===== src/verilog/sgr_pkg.sv =====
// constants, register map and state type for the start-pattern gap resync block
package sgr_pkg;

  // ==========================================================================
  // register offsets (byte addresses on the serial register port)
  localparam logic [7:0] MODE_A_OFFSET     = 8'h82;
  localparam logic [7:0] GAP_A_OFFSET      = 8'h85;
  localparam logic [7:0] MODE_B_OFFSET     = 8'ha2;
  localparam logic [7:0] GAP_B_OFFSET      = 8'ha5;
  localparam logic [7:0] PRESLICE_A_OFFSET = 8'hb4;
  localparam logic [7:0] PRESLICE_B_OFFSET = 8'hb5;

  // ==========================================================================
  // reset values
  localparam logic [7:0] MODE_RESET        = 8'h00;
  localparam logic [7:0] GAP_RESET         = 8'h00;
  localparam logic [7:0] PRESLICE_RESET    = 8'h00;

  // ==========================================================================
  // field positions
  localparam int RESTART_SELECT_BIT        = 7;
  localparam int PHASE_TRACKING_BIT        = 2;
  localparam int DETECT_MODE_MSB           = 1;
  localparam int DETECT_MODE_LSB           = 0;
  localparam int COARSE_GAP_MSB            = 7;
  localparam int COARSE_GAP_LSB            = 3;
  localparam int FINE_PHASE_MSB            = 2;
  localparam int FINE_PHASE_LSB            = 0;
  localparam int PRESLICE_OFF_BIT          = 7;
  localparam int PRESLICE_HYST_MSB         = 6;
  localparam int PRESLICE_HYST_LSB         = 5;
  localparam int PRESLICE_THR_MSB          = 4;
  localparam int PRESLICE_THR_LSB          = 0;

  // detection mode code that runs the two halves in sequence with a gap
  localparam logic [1:0] GAP_DETECT_MODE   = 2'b10;

  // ==========================================================================
  // chip counts
  localparam int          CNT_W            = 6;
  localparam logic [5:0]  MIN_HOLD_GAP     = 6'h08;  // chips
  localparam logic [5:0]  SETTLE_CHIPS     = 6'h06;  // post gap settle, 5..6 chips
  localparam logic [5:0]  START_OFFSET     = 6'h06;  // compare start, gap + 6..8
  localparam logic [5:0]  STOP_OFFSET      = 6'h0b;  // compare stop, gap + len + 11
  localparam logic [4:0]  MAX_HALF_LENGTH  = 5'h10;  // sixteen chips
  localparam int          PATTERN_W        = 16;

  typedef enum logic [1:0] {
    ST_SEARCH,
    ST_GAP,
    ST_SETTLE,
    ST_COMPARE
  } sgr_state_type;

endpackage

===== src/verilog/sgr_chip_counter.sv =====
// chip counter advanced by the recovered data clock enable
`timescale 1ns/1ps
module sgr_chip_counter (
  clk_sys,
  rst_b,
  clear,
  step,
  count
);
  input  wire logic                    clk_sys;
  input  wire logic                    rst_b;
  input  wire logic                    clear;
  input  wire logic                    step;
  output      logic [sgr_pkg::CNT_W-1:0] count;

  typedef struct packed {
    logic [sgr_pkg::CNT_W-1:0] cnt;
  } sgr_cnt_state_type;

  sgr_cnt_state_type st_ff;
  sgr_cnt_state_type nxt_st;

  // saturate so a stalled window never wraps back into range
  always_comb
  begin
    nxt_st = st_ff;
    if (clear)
    begin
      nxt_st.cnt = '0;
    end
    else if (step && (st_ff.cnt != {sgr_pkg::CNT_W{1'b1}}))
    begin
      nxt_st.cnt = st_ff.cnt + 6'h01;
    end
  end

  always_ff @(posedge clk_sys or negedge rst_b)
  begin
    if (!rst_b)
    begin
      st_ff <= '0;
    end
    else
    begin
      st_ff <= nxt_st;
    end
  end

  assign count = st_ff.cnt;
endmodule


===== src/verilog/sgr_gap_resync.sv =====
// gap hold, resync and second-half window for the telegram start pattern detector
`timescale 1ns/1ps
// What this block does
// RULE_01 - gap mode only for odd or long gaps
// RULE_02 - hold frequency during gaps of eight chips plus
// RULE_03 - mode zero: keep frequency, fine phase correction
// RULE_04 - mode one: restart recovery, ignore fine phase
// RULE_05 - allow five to six chips settling after gap
// RULE_06 - compare start at gap plus six chips
// RULE_07 - time gap with pre-gap recovered chip clock
// RULE_08 - abandon at gap plus length plus eleven
// RULE_09 - whole pattern must lie inside window
// RULE_10 - comparison register cleared to zeros after gap
// RULE_11 - software sets no-gap validation window formula
// RULE_12 - software sets gap validation window maximum
// RULE_13 - mode bit 7 selects recovery restart
// RULE_14 - mode bit 2 enables Manchester phase tracking
// RULE_15 - gap bits 7:3 hold coarse half-bit gap
// RULE_16 - gap bits 2:0 fine phase, restart off
// RULE_17 - preslice bit 7 disables jammer pre-slicer
// RULE_18 - software programs hysteresis 01, threshold 10010
// RULE_19 - second half length capped at sixteen chips
// RULE_20 - chip counter starts after first half match
module sgr_gap_resync (
  clk_sys,
  rst_b,
  reg_wr_en,
  reg_addr,
  reg_wdata,
  cfg_sel_b,
  chip_valid,
  chip_in,
  first_half_match,
  second_half_length,
  second_half_pattern,
  freq_hold,
  phase_correct_pulse,
  fine_phase_correction,
  clock_restart_pulse,
  post_gap_settle,
  compare_active,
  second_half_found,
  resync_fail,
  manchester_phase_tracking,
  phase_readjust_pulse,
  preslice_off,
  preslice_hysteresis,
  preslice_threshold
);
  input  wire logic        clk_sys;
  input  wire logic        rst_b;
  input  wire logic        reg_wr_en;
  input  wire logic [7:0]  reg_addr;
  input  wire logic [7:0]  reg_wdata;
  input  wire logic        cfg_sel_b;
  input  wire logic        chip_valid;
  input  wire logic        chip_in;
  input  wire logic        first_half_match;
  input  wire logic [4:0]  second_half_length;
  input  wire logic [15:0] second_half_pattern;
  output      logic        freq_hold;
  output      logic        phase_correct_pulse;
  output      logic [2:0]  fine_phase_correction;
  output      logic        clock_restart_pulse;
  output      logic        post_gap_settle;
  output      logic        compare_active;
  output      logic        second_half_found;
  output      logic        resync_fail;
  output      logic        manchester_phase_tracking;
  output      logic        phase_readjust_pulse;
  output      logic        preslice_off;
  output      logic [1:0]  preslice_hysteresis;
  output      logic [4:0]  preslice_threshold;

  // ==========================================================================
  // state
  typedef struct packed {
    sgr_pkg::sgr_state_type state;
    logic [7:0]             mode_a;
    logic [7:0]             gap_a;
    logic [7:0]             mode_b;
    logic [7:0]             gap_b;
    logic [7:0]             psl_a;
    logic [7:0]             psl_b;
    logic                   eval;
    logic [3:0]             hist;
    logic                   hold;
    logic                   settle;
    logic                   cmp;
    logic                   ph_pulse;
    logic [2:0]             ph_val;
    logic                   rst_pulse;
    logic                   found;
    logic                   fail;
    logic                   readj;
  } sgr_main_state_type;

  sgr_main_state_type st_ff;
  sgr_main_state_type nxt_st;

  logic [7:0]               sel_mode;
  logic [7:0]               sel_gap;
  logic [4:0]               coarse_gap_length;
  logic                     resync_restart_select;
  logic                     gap_mode;
  logic [4:0]               half_len;
  logic [5:0]               gap_chips;
  logic [5:0]               start_pos;
  logic [5:0]               full_pos;
  logic [5:0]               stop_pos;
  logic [5:0]               chip_cnt;
  logic                     cnt_clear;
  logic                     cnt_step;
  logic                     sh_clear;
  logic                     sh_shift;
  logic                     pat_hit;

  // ==========================================================================
  // active configuration set
  always_comb
  begin
    sel_mode = cfg_sel_b ? st_ff.mode_b : st_ff.mode_a;
    sel_gap  = cfg_sel_b ? st_ff.gap_b : st_ff.gap_a;
  end

  // half-bit gap steps are chip steps, so the coarse field is a chip count
  assign coarse_gap_length     = sel_gap[sgr_pkg::COARSE_GAP_MSB:
                                         sgr_pkg::COARSE_GAP_LSB]; // RULE_15
  assign resync_restart_select = sel_mode[sgr_pkg::RESTART_SELECT_BIT]; // RULE_13
  assign gap_mode = sel_mode[sgr_pkg::DETECT_MODE_MSB:sgr_pkg::DETECT_MODE_LSB]
                    == sgr_pkg::GAP_DETECT_MODE; // RULE_01
  assign gap_chips = {1'b0, coarse_gap_length};

  // unused length codes above sixteen are treated as sixteen
  assign half_len = (second_half_length > sgr_pkg::MAX_HALF_LENGTH) ?
                    sgr_pkg::MAX_HALF_LENGTH : second_half_length; // RULE_19

  // window edges do not depend on lock-in or resync mode
  assign start_pos = gap_chips + sgr_pkg::START_OFFSET; // RULE_06
  assign full_pos  = start_pos + {1'b0, half_len} - 6'h01; // RULE_09
  assign stop_pos  = gap_chips + {1'b0, half_len} + sgr_pkg::STOP_OFFSET; // RULE_08

  // ==========================================================================
  // chip counter and comparison shift register
  // the counter only moves on chip_valid, which keeps the pre-gap rate in the gap
  assign cnt_step  = chip_valid && (st_ff.state != sgr_pkg::ST_SEARCH); // RULE_07
  assign cnt_clear = (st_ff.state == sgr_pkg::ST_SEARCH) && gap_mode
                     && first_half_match; // RULE_20
  assign sh_clear  = (st_ff.state == sgr_pkg::ST_GAP) && (chip_cnt >= gap_chips); // RULE_10
  assign sh_shift  = chip_valid && ((st_ff.state == sgr_pkg::ST_SETTLE) ||
                                    (st_ff.state == sgr_pkg::ST_COMPARE));

  sgr_chip_counter u_counter (
    .clk_sys (clk_sys),
    .rst_b   (rst_b),
    .clear   (cnt_clear),
    .step    (cnt_step),
    .count   (chip_cnt)
  );

  sgr_pattern_match u_match (
    .clk_sys (clk_sys),
    .rst_b   (rst_b),
    .clear   (sh_clear),
    .shift_en(sh_shift),
    .chip    (chip_in),
    .pattern (second_half_pattern),
    .length  (half_len),
    .hit     (pat_hit)
  );

  // ==========================================================================
  // register writes, sequence control and outputs
  always_comb
  begin
    nxt_st           = st_ff;
    nxt_st.ph_pulse  = 1'b0;
    nxt_st.rst_pulse = 1'b0;
    nxt_st.found     = 1'b0;
    nxt_st.fail      = 1'b0;
    nxt_st.readj     = 1'b0;
    nxt_st.eval      = chip_valid;

    // write-only registers from the serial port
    if (reg_wr_en)
    begin
      case (reg_addr)
        sgr_pkg::MODE_A_OFFSET:     nxt_st.mode_a = reg_wdata;
        sgr_pkg::GAP_A_OFFSET:      nxt_st.gap_a  = reg_wdata;
        sgr_pkg::MODE_B_OFFSET:     nxt_st.mode_b = reg_wdata;
        sgr_pkg::GAP_B_OFFSET:      nxt_st.gap_b  = reg_wdata;
        sgr_pkg::PRESLICE_A_OFFSET: nxt_st.psl_a  = reg_wdata;
        sgr_pkg::PRESLICE_B_OFFSET: nxt_st.psl_b  = reg_wdata;
        default:                    nxt_st.mode_a = st_ff.mode_a;
      endcase
    end

    // phase tracking looks for 1001 or 0110 in the chip stream
    if (chip_valid)
    begin
      nxt_st.hist = {st_ff.hist[2:0], chip_in};
      if (sel_mode[sgr_pkg::PHASE_TRACKING_BIT] &&
          (({st_ff.hist[2:0], chip_in} == 4'h9) || ({st_ff.hist[2:0], chip_in} == 4'h6)))
      begin
        nxt_st.readj = 1'b1; // RULE_14
      end
    end

    case (st_ff.state)
      sgr_pkg::ST_SEARCH:
      begin
        nxt_st.hold   = 1'b0;
        nxt_st.settle = 1'b0;
        nxt_st.cmp    = 1'b0;
        if (gap_mode && first_half_match)
        begin
          nxt_st.state = sgr_pkg::ST_GAP;
          // short gaps are not held; the window timing still applies
          nxt_st.hold  = (gap_chips >= sgr_pkg::MIN_HOLD_GAP); // RULE_02
        end
      end
      sgr_pkg::ST_GAP:
      begin
        if (chip_cnt >= gap_chips)
        begin
          nxt_st.hold   = 1'b0;
          nxt_st.settle = 1'b1; // RULE_05
          nxt_st.state  = sgr_pkg::ST_SETTLE;
          if (resync_restart_select)
          begin
            nxt_st.rst_pulse = 1'b1; // RULE_04
          end
          else
          begin
            nxt_st.ph_pulse = 1'b1; // RULE_03
            nxt_st.ph_val   = sel_gap[sgr_pkg::FINE_PHASE_MSB:sgr_pkg::FINE_PHASE_LSB]; // RULE_16
          end
        end
      end
      sgr_pkg::ST_SETTLE:
      begin
        // settle spans the same chips that precede the compare start
        if (chip_cnt >= gap_chips + sgr_pkg::SETTLE_CHIPS)
        begin
          nxt_st.settle = 1'b0;
        end
        if (chip_cnt >= start_pos)
        begin
          nxt_st.state = sgr_pkg::ST_COMPARE; // RULE_06
          nxt_st.cmp   = 1'b1;
        end
      end
      sgr_pkg::ST_COMPARE:
      begin
        if (st_ff.eval)
        begin
          if (pat_hit && (chip_cnt >= full_pos) && (chip_cnt <= stop_pos))
          begin
            nxt_st.found = 1'b1; // RULE_09
            nxt_st.cmp   = 1'b0;
            nxt_st.state = sgr_pkg::ST_SEARCH;
          end
          else if (chip_cnt >= stop_pos)
          begin
            nxt_st.fail  = 1'b1; // RULE_08
            nxt_st.cmp   = 1'b0;
            nxt_st.state = sgr_pkg::ST_SEARCH;
          end
        end
      end
      default:
      begin
        nxt_st.state = sgr_pkg::ST_SEARCH;
      end
    endcase
  end

  // ==========================================================================
  // state register
  always_ff @(posedge clk_sys or negedge rst_b)
  begin
    if (!rst_b)
    begin
      st_ff        <= '0;
      st_ff.state  <= sgr_pkg::ST_SEARCH;
      st_ff.mode_a <= sgr_pkg::MODE_RESET;
      st_ff.mode_b <= sgr_pkg::MODE_RESET;
      st_ff.gap_a  <= sgr_pkg::GAP_RESET;
      st_ff.gap_b  <= sgr_pkg::GAP_RESET;
      st_ff.psl_a  <= sgr_pkg::PRESLICE_RESET;
      st_ff.psl_b  <= sgr_pkg::PRESLICE_RESET;
    end
    else
    begin
      st_ff <= nxt_st;
    end
  end

  // ==========================================================================
  // outputs
  assign freq_hold                 = st_ff.hold; // RULE_02
  assign phase_correct_pulse       = st_ff.ph_pulse;
  assign fine_phase_correction     = st_ff.ph_val;
  assign clock_restart_pulse       = st_ff.rst_pulse;
  assign post_gap_settle           = st_ff.settle;
  assign compare_active            = st_ff.cmp;
  assign second_half_found         = st_ff.found;
  assign resync_fail               = st_ff.fail;
  assign manchester_phase_tracking = sel_mode[sgr_pkg::PHASE_TRACKING_BIT]; // RULE_14
  assign phase_readjust_pulse      = st_ff.readj;

  // pre-slicer fields pass straight to the analog slicer control
  always_comb
  begin
    if (cfg_sel_b)
    begin
      preslice_off        = st_ff.psl_b[sgr_pkg::PRESLICE_OFF_BIT]; // RULE_17
      preslice_hysteresis = st_ff.psl_b[sgr_pkg::PRESLICE_HYST_MSB:sgr_pkg::PRESLICE_HYST_LSB];
      preslice_threshold  = st_ff.psl_b[sgr_pkg::PRESLICE_THR_MSB:sgr_pkg::PRESLICE_THR_LSB];
    end
    else
    begin
      preslice_off        = st_ff.psl_a[sgr_pkg::PRESLICE_OFF_BIT]; // RULE_17
      preslice_hysteresis = st_ff.psl_a[sgr_pkg::PRESLICE_HYST_MSB:sgr_pkg::PRESLICE_HYST_LSB];
      preslice_threshold  = st_ff.psl_a[sgr_pkg::PRESLICE_THR_MSB:sgr_pkg::PRESLICE_THR_LSB];
    end
  end
endmodule


===== src/verilog/sgr_pattern_match.sv =====
// serial chip shift register with length-masked compare
`timescale 1ns/1ps
module sgr_pattern_match (
  clk_sys,
  rst_b,
  clear,
  shift_en,
  chip,
  pattern,
  length,
  hit
);
  input  wire logic                         clk_sys;
  input  wire logic                         rst_b;
  input  wire logic                         clear;
  input  wire logic                         shift_en;
  input  wire logic                         chip;
  input  wire logic [sgr_pkg::PATTERN_W-1:0] pattern;
  input  wire logic [4:0]                   length;
  output      logic                         hit;

  typedef struct packed {
    logic [sgr_pkg::PATTERN_W-1:0] shreg;
  } sgr_match_state_type;

  sgr_match_state_type st_ff;
  sgr_match_state_type nxt_st;
  logic [sgr_pkg::PATTERN_W-1:0] mask;

  // clearing fills with zero chips, newest chip enters at bit 0
  always_comb
  begin
    nxt_st = st_ff;
    if (clear)
    begin
      nxt_st.shreg = '0;
    end
    else if (shift_en)
    begin
      nxt_st.shreg = {st_ff.shreg[sgr_pkg::PATTERN_W-2:0], chip};
    end
  end

  // only the low length chips take part
  always_comb
  begin
    for (int i = 0; i < sgr_pkg::PATTERN_W; i++)
    begin
      mask[i] = (5'(i) < length);
    end
  end

  always_ff @(posedge clk_sys or negedge rst_b)
  begin
    if (!rst_b)
    begin
      st_ff <= '0;
    end
    else
    begin
      st_ff <= nxt_st;
    end
  end

  assign hit = ((st_ff.shreg ^ pattern) & mask) == '0;
endmodule


===== config.mk =====
export PLATFORM = sky130hd
export DESIGN_NAME = sgr_gap_resync
export DESIGN_NICKNAME = d
export VERILOG_FILES = /design/src/verilog/sgr_pkg.sv /design/src/verilog/sgr_chip_counter.sv /design/src/verilog/sgr_gap_resync.sv /design/src/verilog/sgr_pattern_match.sv
export SDC_FILE = /design/constraint.sdc
export NUM_CORES = 1
export LEC_CHECK = 0
export ABC_AREA = 1
export BUFFER_PORTS_ARGS = -buffer_cell sky130_fd_sc_hd__buf_4
export CAP_MARGIN = 30
export CORE_AREA = 2 2 100 102
export DETAILED_ROUTE_END_ITERATION = 7
export DIE_AREA = 0 0 102 104
export GPL_ROUTABILITY_DRIVEN = 0
export PLACE_DENSITY = 0.74
export SYNTH_ARGS = -nofsm -noshare
export SYNTH_HDL_FRONTEND = slang
export SYNTH_HIERARCHICAL = 1
export SYNTH_SLANG_ARGS = --single-unit

===== constraint.sdc =====
create_clock -name clk_sys -period 4.5 [get_ports clk_sys]
set_clock_uncertainty 0.2 [all_clocks]
set_input_delay 1.125 -clock clk_sys [delete_from_list [all_inputs] [get_ports clk_sys]]
set_output_delay 1.125 -clock clk_sys [all_outputs]
set_load 0.1 [all_outputs]

==> metrics.cfg, run 1 <==
[outcome]
outcome=completed

[floorplanning]
die_w_microns=102
coreArea_sq_um=9549
start_util_pct=55.03
io_pins=64
die_h_microns=104
row_count=36
design.die.area_sq_um=10610

[hold_path]
hp-start=st_ff[35]$_DFFE_PN0P_
hp-class=register to register
hold_depth=2
hold_end=st_ff[35]$_DFFE_PN0P_

[timing]
setup_viol=0
hold_viol=0
slew_headroom_pct=61.52
max_freq_ghz=0.2368
min_period_ns=4.223
grt_setup_unrepaired=false
drv_slew=0
tightestPinTransition_ns=0.5751
period_share_pct=93.84
fin_ws_ns=0.2773

[place]
io_buffers=63
place_area_sq_um=5903
hpwl_microns=9393
dp_slack_ns=-0.1422

[synthesis]
synth_edf_count=0
synthSimpleGateAreaFrac_pct=28.76
avgSynthCellArea_sq_um=7.572
synthMuxAreaShare_pct=0
syn_area_sq_um=5255
synthDistinctLibCells=40
synthArstFlopShare_pct=100.0
synth_compound_area_share_pct=10.98
yosysSeqAreaShare_pct=37.62
synth_adder_area_share_pct=10.52
synth-main-ff-cell=dfrtp_1
synth_warnings=6
synth_top_family_by_area=simple AND/OR/NAND/NOR gates
ys_ff_latch=79
syn_nets=781
synthXorXnorAreaFrac_pct=2.833
synthCells=694

[power_and_ir_drop]
power_density_nw_per_um2=433.4
leakagePower_nw=3.314
irDropWorstVdd_mv=0.2294

[clock_tree]
htreeDepth=3
cts_tree=done
clk_path_buf_depth=2
clk_pin_slew_ns=0.08
cts_made_buffers=9
hold_buffers=0
cts_setup_buffers=0
clock_latency_ns=0.36
numClockSinks=79
clock_tree.root_cell=clkbuf_8

[grt]
grt-ovfl-total=0
grt_max_degree=80
grt_pass1_wl_microns=20920
gr-usage-all-layers_pct=24.81
antenna_found_initial=0
first_global_vias=4525

[worst_setup_path]
worstSetupStartpointType=primary input
critPathKind=primary input to register
crit_chain=buf_4 > inv_2 > nand2_1 > nand2_1 > inv_1 > ha_1 > ha_1 > fa_1 > o21ai_0 > xnor2_1 > xnor2_1 > ha_1 > nand2_1 > nor2_1 > nand2_1 > nand2_1 > nand2_1 > nand3_1 > nand3_1 > nand2_1 > nand2_1
reg2reg_depth=22
slowest_stage=fa_1
arrival_ns=4.28
critical_path.endpoint_type=register
rr_startpoint=st_ff[36]$_DFFE_PN0P_
reg2reg_to=compare_active$_DFFE_PN0P_
path_depth=21
crit_family=adder cells
crit_buf_inv=3
crit_top_cell=nand2_1
max_stage_delay_ns=0.47
ff2ff_setup_slack_ns=0.86
worstPathRequired_ns=4.56
path_max_fanout=7

[finish]
final_cell_mix=215 x nand2_1, 96 x inv_1, 79 x dfrtp_1
syn2layout_area_growth_pct=16.83
finalInstanceArea_sq_um=6140
n_antenna_cell=0
layout-drive-gt1-share_pct=19.61
final_common_cell=nand2_1
nNetsFinal=857

[routing]
wl_per_cell_microns=13.46
drt_first_iter_violations=216
remaining_drc_errors=0
firstDrtPassIters=4
vias=4652
wl_microns=12220
viasPerCell=5.123
detail-route-antenna-nets=0

[job]
max_cap_viol_count=0

[Yosys cell counts, types with 9 or more instances]
| master | count | area [sq um] |
|---|---|---|
| nand2_1 | 215 | 807.0 |
| a21oi_1 | 12 | 60.06 |
| o21ai_0 | 37 | 185.2 |
| o21ai_2 | 24 | 210.2 |
| xor2_1 | 12 | 105.1 |
| nand2_2 | 11 | 68.82 |
| dfrtp_1 | 79 | 1977 |
| ha_1 | 41 | 513.0 |
| nor2_1 | 52 | 195.2 |
| inv_1 | 96 | 360.4 |
| nand3_1 | 35 | 175.2 |
| o21ai_1 | 9 | 45.04 |
[per-stage QoR]
step	setup TNS, ns	power, mW	util [%]	cells	hold WS [ns]
final	0	2.661	64.30	908	0.2843
after global routing	0	2.860	64.30	908	0.3117
after CTS	0	2.660	64.01	907	0.2863
after detailed placement	-0.3780	2.108	61.82	891	0.2665
after global placement	0	2.059	61.82	891	0.2603
after floorplan	0	1.799	-	694	0.2457
[registers in the layout (all words and copies together) (netlist names)]
name,cells
u_match/st_ff,16
second_half_found,1
phase_readjust_pulse,1
freq_hold,1
u_counter/count,6
phase_correct_pulse,1
resync_fail,1
clock_restart_pulse,1
compare_active,1
post_gap_settle,1
fine_phase_correction,3
st_ff,46
[metal layers]
layer	GRT usage (%)	part of all wire, %	vias up
met5	0	0	-
met2	42.06	51	85
met4	8.762	1.9	0
met3	3.763	3.5	18
li1	-	-	2341
met1	31.91	44	2208
[power by group]
| group | internal (mW) | leakage (nW) | switching [mW] |
|---|---|---|---|
| clock network | 0.288 | 0.0988 | 0.268 |
| registers | 0.802 | 1.06 | 0.110 |
| logic | 0.387 | 2.15 | 0.806 |
| total | 1.48 | 3.31 | 1.18 |
[worst min-delay path, delay by kind of cell (launching register included)]
family | cells | cell delay [ns]
compound gates | 1 | 0.05
simple gates | 1 | 0.07
flops | 1 | 0.34
[logic make-up (layout without fill, tap and decap cells)]
logic type | count (synthesis) | after routing
AOI/OAI and AO/OA | 92 | 92
xor gates and xnor gates | 17 | 17
adders and majority gates | 43 | 43
buffers and inverters | 116 | 197
DFF | 79 | 79
and+or+nand+nor | 347 | 347
[final cells by class]
class / count / area (sq um)
Fill cell: 889 / 3410
Multi-Input combinational cell: 499 / 2790
Sequential cell: 79 / 1977
Timing Repair Buffer: 79 / 613.1
Inverter: 102 / 384.1
Tap cell: 133 / 166.4
Clock buffer: 12 / 155.1
Clock inverter: 4 / 53.80
[worst max path at each step]
stage	start	to	slack, ns
6_report	cfg_sel_b	compare_active$_DFFE_PN0P_	0.28
5_1_grt	cfg_sel_b	st_ff[65]$_DFFE_PN0P_	0.03
4_1_cts	cfg_sel_b	st_ff[65]$_DFFE_PN0P_	0.24
3_5_place_dp	cfg_sel_b	st_ff[65]$_DFFE_PN0P_	-0.14
3_3_place_gp	cfg_sel_b	st_ff[64]$_DFFE_PN0P_	0.06
2_1_floorplan	cfg_sel_b	compare_active$_DFFE_PN0P_	0.28
[repair_timing]
item / CTS / global route
endpoints found under the hold margin: 0 / 0
resized for setup: 0 / 1
setup endpoints to repair: 0 / 3
Power figures use the tool's default switching activity.
==> run 2: changes to the inputs <==
ABC_AREA = default   (was 1)
BUFFER_PORTS_ARGS = -buffer_cell sky130_fd_sc_hd__buf_2   (was -buffer_cell sky130_fd_sc_hd__buf_4)
CORE_AREA = 2 2 97 99   (was 2 2 100 102)
DIE_AREA = 0 0 99 101   (was 0 0 102 104)
PLACE_DENSITY = 0.75   (was 0.74)
==> metrics.cfg, run 2 <==
[hold_path]
hp-class=register to register
hold_end=st_ff[17]$_DFFE_PN0P_
hold_depth=1
hp-start=st_ff[17]$_DFFE_PN0P_

[floorplanning]
start_util_pct=55.15
die_w_microns=99
io_pins=64
die_h_microns=101
design.die.area_sq_um=9999
coreArea_sq_um=8977
row_count=35

[synthesis]
yosysSeqAreaShare_pct=39.93
syn_area_sq_um=4951
synth_warnings=6
syn_nets=534
synthTopCellsByArea=dfrtp_1 40%, mux2_2 14%, ha_1 10%
yosysTopAreaCell=dfrtp_1
synth.most_common_cell=dfrtp_1
synthArstFlopShare_pct=100.0
synthCells=447
synth_commonest_cells=79 x dfrtp_1, 60 x mux2_2, 41 x ha_1
synth-main-ff-cell=dfrtp_1
yosys.area.top_type_share_pct=39.93
synth_edf_count=0
synthDistinctLibCells=66
avgSynthCellArea_sq_um=11.08
ys_ff_latch=79

[place]
dp_slack_ns=-0.3115
place_area_sq_um=5608
io_buffers=63
place_inst=635
hpwl_microns=8049

[routing]
wl_microns=10440
drt_first_iter_violations=143
detail-route-antenna-nets=0
viasPerCell=5.602
wl_per_cell_microns=15.98
vias=3658
firstDrtPassIters=4
remaining_drc_errors=0

[finish]
final_common_cell=dfrtp_1
final_cell_mix=79 x dfrtp_1, 61 x buf_2, 60 x mux2_2
regMostFlops=st_ff
final_util_pct=65.70
n_antenna_cell=0
finalInstanceArea_sq_um=5898
n_fill_cell=697
syn2layout_area_growth_pct=19.13
largest_reg_flops=46
layoutNonFillerInstCount=653
nNetsFinal=625
layout-drive-gt1-share_pct=36.53

[worst_setup_path]
reg2reg_to=st_ff[65]$_DFFE_PN0P_
arrival_ns=4.33
reg2reg_depth=17
ff2ff_setup_slack_ns=0.75
worstPathRequired_ns=4.53
rr_startpoint=st_ff[52]$_DFFE_PN0P_
path_max_fanout=5
worstSetupStartpointType=primary input
crit_path_start=cfg_sel_b
critPathKind=primary input to register
critical_path.endpoint_type=register

[timing]
max_freq_ghz=0.2327
setup_viol=0
hold_viol=0
fin_ws_ns=0.2017
fin_tns_setup_ns=0
period_share_pct=95.52
tightestPinTransition_ns=0.9061
slew_headroom_pct=39.59
drv_slew=0
min_period_ns=4.298

[clock_tree]
clock_latency_ns=0.34
clk_pin_slew_ns=0.08
clock_tree.root_cell=clkbuf_8
hold_buffers=0
numClockSinks=79
cts_tree=done
clk_path_buf_depth=2
cts_made_buffers=9
htreeDepth=3

[power_and_ir_drop]
leakagePower_nw=2.996
power_density_nw_per_um2=456.0
irDropWorstVdd_mv=0.2474

[grt]
antenna_found_initial=0
first_global_vias=3729
grt-ovfl-total=0
gr-usage-all-layers_pct=22.37
grt_max_degree=80
grt_pass1_wl_microns=17660

[outcome]
outcome=completed

[job]
max_cap_viol_count=0

==> run 2: cell types whose count changed in the layout (fill, tap and decap cells not counted), sizes merged, moves of 15 or more <==
cell   change
mux2      +60
buf       +15
o21ai     -62
nor2      -34
nand2    -214
nand3     -30
mux2i     +24
inv       -60
==> run 2: per-layer routing <==
metal	global-route usage, %	vias to the layer above	part of all wire (%)	wire (microns)
li1	-	1775	-	-
met1	27.84	1777	43	4487
met2	39.09	91	50	5227
met3	4.508	15	4.8	500
met4	7.376	0	2.1	221
met5	0	-	0	0
==> run 2: cells by family after synthesis <==
family / share of synthesized area, %
compound gates: 9.123
flops: 39.93
xor+xnor: 4.928
simple gates: 11.73
fa+ha+maj: 11.17
buf+inv: 4.549
mux: 18.57
==> run 2: area by class of cell <==
cell class                 instances  area [sq um]  share of cell area (%)
multi-input combinational        318          2851                   48.35
clock buffer                       9         123.9                   2.100
timing repair buffer              94         580.6                   9.843
clock inverter                     6         91.34                   1.549
inverter                          36         135.1                   2.291
sequential                        79          1977                   33.52
tap                              111         138.9                   2.355
==> run 2: metrics by stage <==
| stage | hold slack, ns | power, mW |
|---|---|---|
| 2_1_floorplan | 0.2736 | 1.819 |
| 3_3_place_gp | 0.2828 | 2.065 |
| 3_5_place_dp | 0.2919 | 2.114 |
| 4_1_cts | 0.3118 | 2.701 |
| 5_1_grt | 0.3281 | 2.889 |
| 6_report | 0.3057 | 2.690 |
==> run 2: worst max-delay path by stage <==
stage,endpoint,slack (ns),cells after the start
after floorplan,st_ff[65]$_DFFE_PN0P_,-0.05,18
after global placement,compare_active$_DFFE_PN0P_,-0.18,19
after detailed placement,compare_active$_DFFE_PN0P_,-0.31,19
after CTS,st_ff[64]$_DFFE_PN0P_,0.05,20
after global routing,st_ff[64]$_DFFE_PN0P_,-0.008,19
final,st_ff[65]$_DFFE_PN0P_,0.20,18
==> run 2: power by group <==
part	internal (mW)	leakage (nW)	switching, mW
clock network	0.313	0.110	0.260
registers	0.807	1.06	0.122
logic	0.489	1.83	0.698
==> run 2: what timing repair did <==
item,in CTS,in global routing
buffers inserted,0,2
gates resized for setup,0,7
endpoints found under the setup margin,0,3
==> run 2: critical path: stages <==
cell and delay [ns]:
buf_6 0.11, mux2i_4 0.32, ha_4 0.19, xnor2_2 0.12
ha_1 0.27, inv_2 0.08, ha_4 0.21, a21o_1 0.17
a21oi_2 0.18, xnor2_2 0.13, xor2_1 0.16, ha_1 0.27
a21oi_2 0.16, o211ai_1 0.09, and3_1 0.20, nor3_2 0.20
nor3_2 0.08, mux2_2 0.27
==> run 3: changes to the inputs <==
BUFFER_PORTS_ARGS = default   (was -buffer_cell sky130_fd_sc_hd__buf_2)
DONT_BUFFER_PORTS = 1   (was default)
PLACE_DENSITY = 0.71   (was 0.75)
==> metrics.cfg, run 3 (synthesis results as in run 2) <==
[grt]
grt_max_degree=80
gr-usage-all-layers_pct=20.80
grt_pass1_wl_microns=16480
antenna_found_initial=0
grt-ovfl-total=0
first_global_vias=3376

[job]
max_cap_viol_count=0

[finish]
syn2layout_area_growth_pct=8.921
layout-drive-gt1-share_pct=24.24
final_common_cell=dfrtp_1
largest_reg_flops=46
nNetsFinal=542
final_cell_mix=79 x dfrtp_1, 60 x mux2_2, 38 x ha_1
regMostFlops=st_ff
final_util_pct=60.07
n_antenna_cell=0

[timing]
hold_viol=0
max_freq_ghz=0.2373
slew_headroom_pct=35.21
min_period_ns=4.215
hold_slack_ns=0.2567
tightestPinTransition_ns=0.9719
drv_slew=0
grt_setup_unrepaired=false
setup_viol=0
period_share_pct=93.66
fin_ws_ns=0.2855

[worst_setup_path]
critical_path.endpoint_type=register
rr_startpoint=st_ff[36]$_DFFE_PN0P_
ff2ff_setup_slack_ns=0.69
worstSetupStartpointType=primary input
worstPathRequired_ns=4.54
reg2reg_depth=18
reg2reg_to=compare_active$_DFFE_PN0P_
arrival_ns=4.25
path_max_fanout=20
critPathKind=primary input to register

[power_and_ir_drop]
swShare_pct=39.12
irDropWorstVdd_mv=0.3039
power_density_nw_per_um2=486.7
switchingPower_mw=1.027
power_frac_clock_pct=23.6
p_seq_share_pct=41.8
leakagePower_nw=2.611
comb_power_share_pct=34.6
p_int_mw=1.598

[floorplanning]
start_util_pct=55.15
design.die.area_sq_um=9999
coreArea_sq_um=8977
die_w_microns=99
die_h_microns=101
io_pins=64
row_count=35

[clock_tree]
cts_setup_buffers=0
cts_tree=done
clock_latency_ns=0.36
hold_buffers=0
numClockSinks=79
clk_pin_slew_ns=0.09
clk_path_buf_depth=2
htreeDepth=3
cts_made_buffers=9
clock_tree.root_cell=clkbuf_8
post_cts_resize_count=0

[outcome]
outcome=completed

[hold_path]
hp-class=primary input to async pin

[routing]
firstDrtPassIters=4
remaining_drc_errors=0
wl_per_cell_microns=17.43
viasPerCell=5.851
vias=3329
drt_first_iter_violations=178
detail-route-antenna-nets=0
wl_microns=9916

[place]
io_buffers=0
hpwl_microns=7494
dp_slack_ns=-0.1087

[run 3: changes by cell type in the layout (fill, tap and decap cells not counted), moves of 2 or more]
cell   delta
buf_4    -19
buf_2    -61
buf_6     -2
ha_1      +2
[run 3: how the worst max path moves through the flow]
stage,cells after the start,slack [ns],startpoint,endpoint
floorplan,18,-0.05,cfg_sel_b,st_ff[65]$_DFFE_PN0P_
global placement,18,0.02,cfg_sel_b,compare_active$_DFFE_PN0P_
detailed placement,18,-0.11,cfg_sel_b,compare_active$_DFFE_PN0P_
CTS,18,0.26,cfg_sel_b,compare_active$_DFFE_PN0P_
global route,18,0.04,cfg_sel_b,compare_active$_DFFE_PN0P_
finish,18,0.29,cfg_sel_b,compare_active$_DFFE_PN0P_
[run 3: stage by stage]
stage	area [sq um]	power [mW]	setup TNS (ns)	cells
after CTS	5393	2.645	0	569
final	5393	2.624	0	569
after detailed placement	5162	2.017	-0.2826	555
after floorplan	5040	1.819	-0.09745	447
after global routing	5393	2.794	0	569
after global placement	5162	1.981	0	555
[run 3: critical path, cell delays in order]
cell	delay, ns
mux2i_4	0.28
buf_4	0.18
xnor2_1	0.14
ha_1	0.21
inv_1	0.06
fa_2	0.35
inv_1	0.06
a21o_1	0.12
a21oi_2	0.06
xnor2_2	0.13
xor2_1	0.16
ha_1	0.32
a21oi_2	0.14
o211ai_1	0.09
and3_1	0.21
nor3_2	0.24
nor3_1	0.08
mux2_2	0.27
[run 3: area by class of cell]
type                    instances  area (sq um)
fillers                       747          3585
multi-input cells             318          2829
flip-flops and latches         79          1977
well taps                     111         138.9
inverters                      36         135.1
clock buffers                   9         123.9
clock inverters                 5         106.4
repair buffers                 11         82.58
[run 3: metal layers]
metal	vias up	track usage, %	wire (microns)
li1	1602	-	-
met1	1640	26.88	4432
met2	78	35.34	4824
met3	9	5.201	559
met4	0	4.953	100
met5	-	0	0
[run 3: power groups by stage]
stage               sequential, mW  clock [mW]  combinational, mW
floorplan                     1.01           0              0.810
global placement              1.11           0              0.874
detailed placement            1.11           0              0.905
CTS                           1.10       0.634              0.913
global route                  1.11       0.655               1.03
finish                        1.10       0.619              0.909
